<file path="src/core/fepcs_pkg.sv">
// Contract
// - MAC and coding path exchange 4-bit nibbles at a 25 MHz interface rate.
// - Transmit nibble timing is derived from the single reference clock.
// - Every transmit nibble goes to the encoder without gating or inspection; the code sends J and K in place of the first two.
// - Each data nibble maps to its fixed 5-bit data code group.
// - Idle code 11111 is sent continuously between packets.
// - First preamble byte becomes J then K; everything else is encoded alike.
// - After the last nibble, T then R is sent before idle resumes.
// - Code 10000 is reserved for flow control; other unassigned codes are invalid.
// - Coded bits are scrambled with keystream X[n] = X[n-11] xor X[n-9].
// - Scrambled code groups leave as one serial bit stream.
// - MLT-3 output holds its level on a zero bit and steps on a one.
// - MLT-3 steps cycle negative, zero, positive, zero.
// - Receive descrambler locks its LFSR to the far end during idle.
// - Carrier sense rises when two non-adjacent zeros fall in ten bits.
// - Receive data flows only after J and K are recognised, then decoded.
// - Missing J K after carrier drops carrier and signals a receive error.
// - Link loss during frame reception is a receive error.
// - An invalid received code group is a receive error.
// - Idle received before T R in a frame is a receive error.
// - Receive error rises at once and holds while the condition persists.
// - In half duplex, simultaneous transmit and receive signal a collision.
package fepcs_pkg;

    localparam int NIB_W = 4;
    localparam int GRP_W = 5;
    localparam int MII_CLK_MHZ = 25;
    localparam int LINE_RATE_MBPS = 125;
    localparam int BITS_PER_GROUP = LINE_RATE_MBPS / MII_CLK_MHZ;
    localparam logic [2:0] GRP_LAST = 3'(BITS_PER_GROUP - 1);
    localparam logic [2:0] PHASE_RST = 3'h0;

    localparam int LFSR_W = 11;
    localparam int LFSR_TAP_A = 10;
    localparam int LFSR_TAP_B = 8;
    localparam logic [10:0] LFSR_SEED = 11'h7ff;
    localparam logic [5:0] LOCK_BITS = 6'h1e;

    localparam logic [4:0] CODE_IDLE = 5'h1f;
    localparam logic [4:0] CODE_J = 5'h18;
    localparam logic [4:0] CODE_K = 5'h11;
    localparam logic [4:0] CODE_T = 5'h0d;
    localparam logic [4:0] CODE_R = 5'h07;
    localparam logic [4:0] CODE_FLOW = 5'h10;
    localparam logic [9:0] SSD_PAIR = {CODE_J, CODE_K};
    localparam logic [9:0] IDLE_RUN = 10'h3ff;
    localparam logic [3:0] SSD_WINDOW = 4'ha;

    localparam logic [1:0] MLT3_NEG = 2'h0;
    localparam logic [1:0] MLT3_POS = 2'h2;
    localparam logic [1:0] MLT3_RST_IDX = 2'h1;

    typedef enum logic [1:0] {TX_IDLE, TX_K, TX_DATA, TX_R} fepcs_tx_st_e;
    typedef enum logic [2:0] {
        RX_IDLE, RX_SSD, RX_DATA, RX_END, RX_ERR
    } fepcs_rx_st_e;

    function automatic logic [4:0] fepcs_enc(input logic [3:0] nib);
        logic [4:0] g;
        unique case (nib)
            4'h0: g = 5'h1e;
            4'h1: g = 5'h09;
            4'h2: g = 5'h14;
            4'h3: g = 5'h15;
            4'h4: g = 5'h0a;
            4'h5: g = 5'h0b;
            4'h6: g = 5'h0e;
            4'h7: g = 5'h0f;
            4'h8: g = 5'h12;
            4'h9: g = 5'h13;
            4'ha: g = 5'h16;
            4'hb: g = 5'h17;
            4'hc: g = 5'h1a;
            4'hd: g = 5'h1b;
            4'he: g = 5'h1c;
            4'hf: g = 5'h1d;
        endcase
        return g;
    endfunction

    // Returns {valid, nibble}; a group outside the data set is invalid.
    function automatic logic [4:0] fepcs_dec(input logic [4:0] g);
        logic [4:0] r;
        r = 5'h00;
        for (int i = 0; i < 16; i++) begin
            if (fepcs_enc(4'(i)) == g) begin
                r = {1'b1, 4'(i)};
            end
        end
        return r;
    endfunction

    function automatic logic fepcs_sep_zeros(input logic [9:0] w);
        logic found;
        logic hit;
        int first;
        found = 1'b0;
        hit = 1'b0;
        first = 0;
        for (int i = 0; i < 10; i++) begin
            if (!w[i] && !found) begin
                found = 1'b1;
                first = i;
            end else if (!w[i] && i > first + 1) begin
                hit = 1'b1;
            end
        end
        return hit;
    endfunction

endpackage

</file>
<file path="src/core/fepcs_lfsr.sv">
module fepcs_lfsr (
    // Clock and reset.
    input wire logic i_ref_clk,
    input wire logic i_rst_n,
    // Load control: while high the register takes i_load_bit.
    input wire logic i_load,
    input wire logic i_load_bit,
    // Keystream bit for the current cycle.
    output logic o_key
);
    import fepcs_pkg::*;

    logic [LFSR_W-1:0] x_q;

    assign o_key = x_q[LFSR_TAP_A] ^ x_q[LFSR_TAP_B];

    always_ff @(posedge i_ref_clk or negedge i_rst_n) begin
        if (!i_rst_n) begin
            x_q <= LFSR_SEED;
        end else begin
            x_q <= {x_q[LFSR_W-2:0], i_load ? i_load_bit : o_key};
        end
    end
endmodule

</file>
<file path="src/core/fepcs_mlt3.sv">
module fepcs_mlt3 (
    // Clock and reset.
    input wire logic i_ref_clk,
    input wire logic i_rst_n,
    // Serial NRZ bit in.
    input wire logic i_bit,
    // Three-level output: both low means the zero level.
    output logic o_pos,
    output logic o_neg
);
    import fepcs_pkg::*;

    logic [1:0] idx_q;
    logic [1:0] idx_d;

    assign idx_d = i_bit ? idx_q + 2'h1 : idx_q;

    // Index 0,1,2,3 is negative, zero, positive, zero.
    always_ff @(posedge i_ref_clk or negedge i_rst_n) begin
        if (!i_rst_n) begin
            idx_q <= MLT3_RST_IDX;
            o_pos <= 1'b0;
            o_neg <= 1'b0;
        end else begin
            idx_q <= idx_d;
            o_pos <= idx_d == MLT3_POS;
            o_neg <= idx_d == MLT3_NEG;
        end
    end
endmodule

</file>
<file path="src/core/fepcs_top.sv">
module fepcs_top (
    // Clock and reset.
    input wire logic i_ref_clk,
    input wire logic i_rst_n,
    // Transmit nibbles from the MAC.
    input wire logic i_tx_en,
    input wire logic [fepcs_pkg::NIB_W-1:0] i_txd,
    output logic o_tx_clk,
    // Receive nibbles and status to the MAC.
    output logic o_rx_clk,
    output logic [fepcs_pkg::NIB_W-1:0] o_rxd,
    output logic o_rx_dv,
    output logic o_rx_er,
    output logic o_crs,
    output logic o_col,
    // Line side, one bit per clock.
    output logic o_line_pos,
    output logic o_line_neg,
    input wire logic i_line_pos,
    input wire logic i_line_neg,
    // Link status and duplex mode pins.
    input wire logic i_link_ok,
    input wire logic i_full_duplex
);
    import fepcs_pkg::*;

    logic [3:0] pin_s1_q;
    logic [3:0] pin_s2_q;
    logic rx_pos;
    logic rx_neg;
    logic link_ok;
    logic full_duplex;

    logic [2:0] tx_phase_q;
    logic tx_group_end;
    fepcs_tx_st_e tx_st_q;
    logic [GRP_W-1:0] tx_sh_q;
    logic tx_key;
    logic tx_scr;
    logic tx_active;

    logic [1:0] lvl_prev_q;
    logic nrz;
    logic rx_key;
    logic rx_bit;
    logic lock_hit;
    logic locked_q;
    logic [5:0] lock_cnt_q;
    logic [9:0] hist_q;
    logic [2:0] rx_phase_q;
    logic rx_group_end;
    logic [GRP_W-1:0] rx_grp;
    logic [4:0] rx_dec;
    fepcs_rx_st_e rx_st_q;
    logic [3:0] ssd_cnt_q;
    logic ssd_match;
    logic carrier_hit;
    logic idle_seen;
    logic rx_fault;

    // Line and status pins come from the analog side and are resynchronised.
    always_ff @(posedge i_ref_clk or negedge i_rst_n) begin
        if (!i_rst_n) begin
            pin_s1_q <= 4'h0;
            pin_s2_q <= 4'h0;
        end else begin
            pin_s1_q <= {i_line_pos, i_line_neg, i_link_ok, i_full_duplex};
            pin_s2_q <= pin_s1_q;
        end
    end

    assign rx_pos = pin_s2_q[3];
    assign rx_neg = pin_s2_q[2];
    assign link_ok = pin_s2_q[1];
    assign full_duplex = pin_s2_q[0];

    // One line bit per clock; a group of five bits is one nibble time.
    assign tx_group_end = tx_phase_q == GRP_LAST;

    always_ff @(posedge i_ref_clk or negedge i_rst_n) begin
        if (!i_rst_n) begin
            tx_phase_q <= PHASE_RST;
            o_tx_clk <= 1'b0;
        end else begin
            tx_phase_q <= tx_group_end ? PHASE_RST : tx_phase_q + 3'h1;
            o_tx_clk <= tx_group_end || tx_phase_q == PHASE_RST;
        end
    end

    // The MAC drives on the rising interface clock; the nibble is taken at
    // the last bit of the group, well away from that edge.
    always_ff @(posedge i_ref_clk or negedge i_rst_n) begin
        if (!i_rst_n) begin
            tx_st_q <= TX_IDLE;
            tx_sh_q <= CODE_IDLE;
        end else if (tx_group_end) begin
            unique case (tx_st_q)
                TX_IDLE: begin
                    if (i_tx_en) begin
                        tx_st_q <= TX_K;
                        tx_sh_q <= CODE_J;
                    end else begin
                        tx_sh_q <= CODE_IDLE;
                    end
                end
                TX_K: begin
                    tx_st_q <= TX_DATA;
                    tx_sh_q <= CODE_K;
                end
                TX_DATA: begin
                    if (i_tx_en) begin
                        tx_sh_q <= fepcs_enc(i_txd);
                    end else begin
                        tx_st_q <= TX_R;
                        tx_sh_q <= CODE_T;
                    end
                end
                TX_R: begin
                    tx_st_q <= TX_IDLE;
                    tx_sh_q <= CODE_R;
                end
            endcase
        end else begin
            tx_sh_q <= {tx_sh_q[GRP_W-2:0], 1'b0};
        end
    end

    assign tx_active = i_tx_en || tx_st_q != TX_IDLE;
    assign tx_scr = tx_sh_q[GRP_W-1] ^ tx_key;

    fepcs_lfsr u_tx_lfsr (
        .i_ref_clk(i_ref_clk),
        .i_rst_n(i_rst_n),
        .i_load(1'b0),
        .i_load_bit(1'b0),
        .o_key(tx_key)
    );

    fepcs_mlt3 u_tx_mlt3 (
        .i_ref_clk(i_ref_clk),
        .i_rst_n(i_rst_n),
        .i_bit(tx_scr),
        .o_pos(o_line_pos),
        .o_neg(o_line_neg)
    );

    // Any change of line level is a one.
    assign nrz = {rx_pos, rx_neg} != lvl_prev_q;
    assign rx_bit = nrz ^ rx_key;
    assign lock_hit = ~nrz == rx_key;

    always_ff @(posedge i_ref_clk or negedge i_rst_n) begin
        if (!i_rst_n) begin
            lvl_prev_q <= 2'h0;
            hist_q <= IDLE_RUN;
        end else begin
            lvl_prev_q <= {rx_pos, rx_neg};
            hist_q <= {hist_q[8:0], rx_bit};
        end
    end

    // Until locked, the register is fed the keystream implied by idle
    // (scrambled ones); a run of correct predictions marks lock.
    fepcs_lfsr u_rx_lfsr (
        .i_ref_clk(i_ref_clk),
        .i_rst_n(i_rst_n),
        .i_load(!locked_q),
        .i_load_bit(~nrz),
        .o_key(rx_key)
    );

    always_ff @(posedge i_ref_clk or negedge i_rst_n) begin
        if (!i_rst_n) begin
            locked_q <= 1'b0;
            lock_cnt_q <= 6'h00;
        end else if (!link_ok) begin
            locked_q <= 1'b0;
            lock_cnt_q <= 6'h00;
        end else if (!locked_q) begin
            if (!lock_hit) begin
                lock_cnt_q <= 6'h00;
            end else if (lock_cnt_q == LOCK_BITS) begin
                locked_q <= 1'b1;
            end else begin
                lock_cnt_q <= lock_cnt_q + 6'h01;
            end
        end
    end

    // Receive group timing restarts at the end of K so that groups align.
    assign ssd_match = rx_st_q == RX_SSD && hist_q == SSD_PAIR;
    assign rx_group_end = rx_phase_q == GRP_LAST;
    assign rx_grp = hist_q[GRP_W-1:0];
    assign rx_dec = fepcs_dec(rx_grp);
    // Only a fresh zero can raise carrier, so the tail of T R never does.
    assign carrier_hit = !hist_q[0] && fepcs_sep_zeros(hist_q);
    assign idle_seen = hist_q == IDLE_RUN;

    always_ff @(posedge i_ref_clk or negedge i_rst_n) begin
        if (!i_rst_n) begin
            rx_phase_q <= PHASE_RST;
            o_rx_clk <= 1'b0;
        end else begin
            if (ssd_match || rx_group_end) begin
                rx_phase_q <= PHASE_RST;
            end else begin
                rx_phase_q <= rx_phase_q + 3'h1;
            end
            o_rx_clk <= ssd_match || rx_group_end || rx_phase_q == PHASE_RST;
        end
    end

    always_comb begin
        rx_fault = 1'b0;
        if (rx_st_q == RX_SSD) begin
            rx_fault = !ssd_match && (ssd_cnt_q == SSD_WINDOW || !link_ok);
        end else if (rx_st_q == RX_DATA || rx_st_q == RX_END) begin
            rx_fault = !link_ok;
            if (rx_group_end && rx_st_q == RX_DATA && rx_grp == CODE_IDLE) begin
                rx_fault = 1'b1;
            end
            if (rx_group_end && rx_st_q == RX_END && rx_grp != CODE_R
                && rx_grp != CODE_IDLE) begin
                rx_fault = 1'b1;
            end
        end
    end

    always_ff @(posedge i_ref_clk or negedge i_rst_n) begin
        if (!i_rst_n) begin
            rx_st_q <= RX_IDLE;
            ssd_cnt_q <= 4'h0;
            o_rxd <= 4'h0;
            o_rx_dv <= 1'b0;
            o_rx_er <= 1'b0;
            o_crs <= 1'b0;
        end else if (rx_fault) begin
            rx_st_q <= RX_ERR;
            o_rx_dv <= 1'b0;
            o_rx_er <= 1'b1;
            o_crs <= 1'b0;
        end else begin
            unique case (rx_st_q)
                RX_IDLE: begin
                    o_rx_dv <= 1'b0;
                    o_rx_er <= 1'b0;
                    ssd_cnt_q <= 4'h0;
                    if (locked_q && carrier_hit) begin
                        rx_st_q <= RX_SSD;
                        o_crs <= 1'b1;
                    end
                end
                RX_SSD: begin
                    ssd_cnt_q <= ssd_cnt_q + 4'h1;
                    if (ssd_match) begin
                        rx_st_q <= RX_DATA;
                    end
                end
                RX_DATA: begin
                    if (rx_group_end && rx_grp == CODE_T) begin
                        rx_st_q <= RX_END;
                        o_rx_dv <= 1'b0;
                        o_rx_er <= 1'b0;
                        o_crs <= 1'b0;
                    end else if (rx_group_end && rx_grp == CODE_FLOW) begin
                        o_rx_dv <= 1'b0;
                        o_rx_er <= 1'b0;
                    end else if (rx_group_end) begin
                        o_rxd <= rx_dec[3:0];
                        o_rx_dv <= 1'b1;
                        o_rx_er <= !rx_dec[4];
                    end
                end
                RX_END: begin
                    if (rx_group_end) begin
                        rx_st_q <= RX_IDLE;
                    end
                end
                RX_ERR: begin
                    o_rx_dv <= 1'b0;
                    if (idle_seen && link_ok) begin
                        rx_st_q <= RX_IDLE;
                        o_rx_er <= 1'b0;
                    end else begin
                        o_rx_er <= 1'b1;
                    end
                end
            endcase
        end
    end

    always_ff @(posedge i_ref_clk or negedge i_rst_n) begin
        if (!i_rst_n) begin
            o_col <= 1'b0;
        end else begin
            o_col <= !full_duplex && tx_active && o_crs;
        end
    end
endmodule

</file>
<file path="config.mk">
export PLATFORM = sky130hd
export DESIGN_NAME = fepcs_top
export DESIGN_NICKNAME = d
export VERILOG_FILES = /design/src/core/fepcs_pkg.sv /design/src/core/fepcs_lfsr.sv /design/src/core/fepcs_mlt3.sv /design/src/core/fepcs_top.sv
export SDC_FILE = /design/constraint.sdc
export NUM_CORES = 1
export LEC_CHECK = 0
export ABC_AREA = 1
export BUFFER_PORTS_ARGS = -buffer_cell sky130_fd_sc_hd__buf_2
export CAP_MARGIN = 25
export CORE_MARGIN = 5
export CORE_UTILIZATION = 54
export CTS_CLUSTER_SIZE = 14
export DETAILED_ROUTE_END_ITERATION = 7
export PLACE_DENSITY = 0.75
export SYNTH_ARGS = -nofsm -noshare
export SYNTH_HDL_FRONTEND = slang
export SYNTH_SLANG_ARGS = --single-unit
</file>
<file path="constraint.sdc">
create_clock -name i_ref_clk -period 1.5 [get_ports i_ref_clk]
set_input_delay 0.375 -clock i_ref_clk [delete_from_list [all_inputs] [get_ports i_ref_clk]]
set_output_delay 0.375 -clock i_ref_clk [all_outputs]
set_load 0.01 [all_outputs]
</file>
After elaboration in Yosys (flattened, before gate mapping):

Memories as Yosys holds them, arrays and structs flattened.
Cells that the tools add are included.
Widths: inputs -> output; s select.

* memory bits (read-only): 80
* bits in writable memories: 0
* latch bits: 0
* input port bits: 11
* memories kept: 1
* flip-flop bits (word level): 83
* logic and storage cells: 274

* divide/modulo/power cells: 0
* bitwise logic cells: 8
* reduce and logical (&&, ||, !) cells: 78
* $add $sub $neg: 13
* multiply operators: 0
* order comparisons: 8
* eq/ne operators: 47
* shifts and indexed selects: 0
* multiplexer cells: 95

Memory list
* (name not given): words 16, width 5, rd ports 1, clocked after memory_dff 0, write ports 0, RTL line fepcs_pkg.sv:60 `unique case (nib)`

Operators with widths (count)
* $add 32x2->32 const B: 8
* $mux 32: 7
* $gt 4x32->1 const A: 4
* $mux 5: 18
* $gt 3x32->1 const A: 2
* $gt 5x32->1 const A: 2
* $eq 5x5->1 const A: 11
* $mux 1: 47
* $logic_and 1x1->1: 31
* $mux 3: 9
* $eq 4x5->1 const A: 5
* $mux 6: 4
* $logic_not 1->1: 22
* $eq 10x10->1 const B: 2
* $pmux 5 s4: 1
* $ne 3x3->1 const B: 5
* $pmux 3 s5: 1
* $eq 5x5->1 const B: 2
* $ne 5x3->1 const B: 2
* $reduce_and 5->1: 2
* $eq 3x3->1 const B: 3
* $logic_not 3->1: 3
* $pmux 2 s4: 1
* $pmux 4 s2: 1
* other kinds (29): 56

Logic depth before layout (Yosys ltp):

* depth in word-level cells: 34
* depth in mapped cells: 12

By module:

From an unflattened synthesis, not the netlist that was laid out.

* cells, all modules: 391
* area, all modules: 3789.9 um2

By module, submodules not included
* fepcs_top: cells each 334, area each 2974.1 um2, instances 1
* fepcs_lfsr: cells each 20, area each 326.6 um2, instances 2
* fepcs_mlt3: cells each 17, area each 162.7 um2, instances 1

Least setup slack after synthesis:

OpenSTA, ideal clock, no wires.

* path type: register -> register
* start: register hist_q[4]
* end: register o_rx_er
* clock period less this slack: 1.490 ns
* slack: 0.010 ns
* buffers on the path: 1
* stages on the path, launching flop included: 11
* data arrival time: 1.371 ns
* cells stage by stage: dfstp_2 -> buf_4 -> inv_2 -> nor2_1 -> nand2_1 -> nand3_1 -> nand3_1 -> nand2_1 -> nand2_1 -> a21oi_1 -> nand2_1

* word-level cells in the longest chain between the ends: 23
* elaborated cells on any way between the ends: 62

RTL lines
* start: declaration: RTL line fepcs_top.sv:49 `logic [9:0] hist_q;`
* start signal: assignment: RTL line fepcs_top.sv:158 `hist_q <= {hist_q[8:0], rx_bit};`
* $eq 5x5->1: RTL line fepcs_pkg.sv:86 `if (fepcs_enc(4'(i)) == g) begin`
* $mux 5 (16 in series): RTL line fepcs_pkg.sv:86
* $logic_not 1->1: RTL line fepcs_top.sv:271 `o_rx_er <= !rx_dec[4];`
* $mux 1: RTL line fepcs_top.sv:268 `end else if (rx_group_end) begin`
* $mux 1: RTL line fepcs_top.sv:265 `end else if (rx_group_end && rx_grp == CODE_FLOW) begin`
* $mux 1: RTL line fepcs_top.sv:260 `if (rx_group_end && rx_grp == CODE_T) begin`
* $pmux 1 s3: RTL line fepcs_top.sv:243 `unique case (rx_st_q)`
* $mux 1: RTL line fepcs_top.sv:237 `end else if (rx_fault) begin`
* end signal: assignment: RTL line fepcs_top.sv:271
* end: declaration: RTL line fepcs_top.sv:13 `output logic o_rx_er,`

Parallel ways exist; a longest one is shown, timed or not. The select of a mux whose other input is x is not followed.
A chain may end at the register's enable or synchronous reset.

Worst setup path in the final report:

* start: register hist_q[2]
* end: register o_rx_er

The elaborated chain is that of the path after synthesis.

==> results_dict.tcl <==
set metrics [dict create \
    io_pins 23 \
    status "complete, but fails checks" \
    grt_pass1_wl_mm 12.7 \
    finalSetupTns_ns -0.595 \
    crit_chain "inv_4 -> buf_6 -> nand2_4 -> nor2_2 -> nand2_1 -> nand3_2 -> nor2_2 -> nand3_2 -> nand2_1 -> nand2_1 -> nand2_1" \
    drt_iter0_markers 174 \
    violations "negative setup slack" \
    min_path_type "input pin to flop" \
    gp_congestion 0.909 \
    ys_ff_latch 83 \
    h-tree-depth 3 \
    drv_cap 0 \
    grt_pass1_vias 2899 \
    timing.slew.headroom_pct 79.6 \
    hold_viol 0 \
    clockRootBuffer "clkbuf_8" \
    hold_path_depth 1 \
    die_y_um 93.1 \
    grt_remaining_overflow 0 \
    critPathCaptureType "flop" \
    grt_max_degree 51 \
    yosysMostFrequentCell "nand2_1" \
    initial_core_util_pct 55.1 \
    period_needed_ns 1.62 \
    required_ns 1.81 \
    critPathMaxStageDelay_ns 0.66 \
    vdd_drop_max_uv 820 \
    drtPass1Iterations 5 \
    clkSinkCount 83 \
    r2r_cells 11 \
    wirelength_mm 8.30 \
    rows 30 \
    final_nets 494 \
    synthFlopType "dfrtp_1" \
    cts_buffer_depth 2 \
    setup_viol 12 \
    rsz0062_at_grt "yes" \
    cp_slowest_cell "dfstp_2" \
    syn_nets 422 \
    antenna_found_initial 0 \
    drtAntennaViolNets 0 \
    clkTransAtPathRegs_ns 0.09 \
    regArea_sq_um 2120 \
    cts_buffers 9 \
    core_sq_um 6760 \
    drcViolationCount 0 \
    setup_ws_ns -0.117 \
    synth_top_area_share_pct 30.2 \
    syn_area_sq_um 3720 \
    grtUsageTotal_pct 18.7 \
    crit_path_start_kind "flop" \
    dpl_cell_area_sq_um 4130 \
    power_density_nw_per_um2 1380 \
    synth_cell_types 28 \
    path_class "flop to flop" \
    cp.arrival_ns 1.92 \
    diodes 0 \
    post-route-period-util_pct 108 \
    power.leakage_uw 0.00234 \
    crit_fanout 6 \
    synth_edf_count 0 \
    crit_path_frequent_cell "nand2_1" \
    yosysWarnings 0 \
    slew_viol_final 0 \
    routedWlPerCell_um 14.9 \
    pre_cts_slack_ns -0.0820 \
    area_delta_synth_final_pct 29.1 \
    avgSynthCellArea_sq_um 9.34 \
    drive_above_1_share_pct 42.6 \
    syn_inst 399 \
    final_cell_area_sq_um 4810 \
    worst_clock_skew_ns 0.00981 \
    max_slew.worst_pin.slew_ns 0.306 \
    ys_top_cells_by_count "79 x nand2_1, 53 x nor2_1, 51 x inv_1" \
    place_hpwl_mm 4.94 \
    cts_tree "yes" \
    nFillCells 479 \
    clkLatencyLatePin_ns 0.36 \
    timing.fmax_mhz 619 \
    viasPerCell 5.32 \
    vias 2960 \
    portBuffers 22 \
    ys_top_cells_by_area "dfrtp_1 30%, dfstp_2 27%, nand2_1 8.0%" \
    synth-async-reset-ratio_pct 100 \
    multi_input_area_sq_um 1700 \
    design.die.area_sq_um 8660 \
    synth_top_cell_by_area "dfrtp_1" \
    yosysSeqAreaShare_pct 57.0 \
    die_w_um 93.1 \
]
==> through the flow <==
stage / hold slack, ns / power (uW) / util (%) / cells
floorplan: 0.0794 / 3840 / - / 399
global placement: 0.331 / 4290 / 61.1 / 523
detailed placement: 0.335 / 4340 / 61.1 / 523
CTS: 0.0999 / 6220 / 67.1 / 549
global route: 0.0864 / 7020 / 71.1 / 556
finish: 0.109 / 6640 / 71.1 / 556
==> final cells by class <==
| type | instances | area share [%] |
|---|---|---|
| inverters | 55 | 4.50 |
| clock buffers | 10 | 2.65 |
| multi-input cells | 258 | 35.3 |
| repair buffers | 64 | 9.79 |
| well taps | 80 | 2.08 |
| flip-flops and latches | 83 | 44.2 |
| clock inverters | 6 | 1.48 |
==> per-layer routing <==
layer	track usage (%)	vias to the layer above	routed length (um)	share of wire (%)
met2	31.0	95	4100	49
met4	8.06	0	258	3.1
met5	0	-	0	0
met1	22.7	1427	3550	43
met3	5.71	36	397	4.8
li1	-	1402	-	-
==> sequential cells by signal, summed over array words and instances, names as in the netlist, 2 cells and up <==
signal / cells
u_tx_lfsr.x_q: 11
ssd_cnt_q: 4
hist_q: 10
u_rx_lfsr.x_q: 11
tx_sh_q: 5
tx_phase_q: 3
tx_st_q: 2
rx_phase_q: 3
lvl_prev_q: 2
rx_st_q: 3
u_tx_mlt3.idx_q: 2
o_rxd: 4
pin_s1_q: 4
lock_cnt_q: 6
pin_s2_q: 4
==> cell families after synthesis <==
kind of cell / synth area share [%]
XOR/XNOR: 4.60
buffers and inverters: 6.15
AO/OA/AOI/OAI: 4.30
AND/OR/NAND/NOR: 23.9
adder cells (fa/ha/maj): 4.03
flip-flops: 57.0
==> path summary, 6_finish.rpt <==
check	endpoint	slack (ns)	startpoint
max	o_rx_er$_DFFE_PN0P_	-0.12	hist_q[2]$_DFF_PN1_
min	pin_s1_q[0]$_DFF_PN0_	0.11	i_full_duplex
max reg2reg	o_rx_er$_DFFE_PN0P_	-0.12	hist_q[2]$_DFF_PN1_
min reg2reg	pin_s2_q[1]$_DFF_PN0_	0.36	pin_s1_q[1]$_DFF_PN0_
max in group asynchronous	tx_sh_q[1]$_DFF_PN1_	0.67	i_rst_n
min in group asynchronous	u_tx_mlt3.o_pos$_DFF_PN0_	0.51	i_rst_n
==> report_power, final <==
| part | switching (uW) | leakage, uW | internal [uW] |
|---|---|---|---|
| clock network | 854 | 0.0000935 | 784 |
| registers | 254 | 0.000984 | 2630 |
| logic | 1230 | 0.00126 | 897 |
==> critical path, delay by kind of cell, from the launching register on <==
family                 cells  cell delay, ns
and+or+nand+nor            9            0.70
DFF                        1            0.66
buffers and inverters      2            0.21
==> cell usage in the layout (no fill, tap or decap), drive strengths merged <==
master       Yosys  layout
nand4            8       8
nor2            58      58
nor3             7       7
a21oi           13      13
bufinv           0       1
clkinvlp         0       2
o211ai           1       1
dlygate4sd3      0       1
nand3           43      43
and3b            1       1
o21bai           1       1
buf              2      63
a31oi            1       1
xor2            10      10
nand2           82      82
dfstp           38      38
inv             55      57
ha              12      12
dfrtp           45      45
clkinv           0       1
xnor2            7       7
o21ai           14      14
clkbuf           1      10
==> repair_timing <==
action / CTS / global route
hold endpoints to repair: 13 / 0
setup endpoints to repair: 19 / 24
setup buffers: 10 / 8
gates resized for setup: 34 / 64
hold buffers: 1 / 0
pin swaps: 19 / 35
No activity file was read; power rests on OpenSTA's default activity.
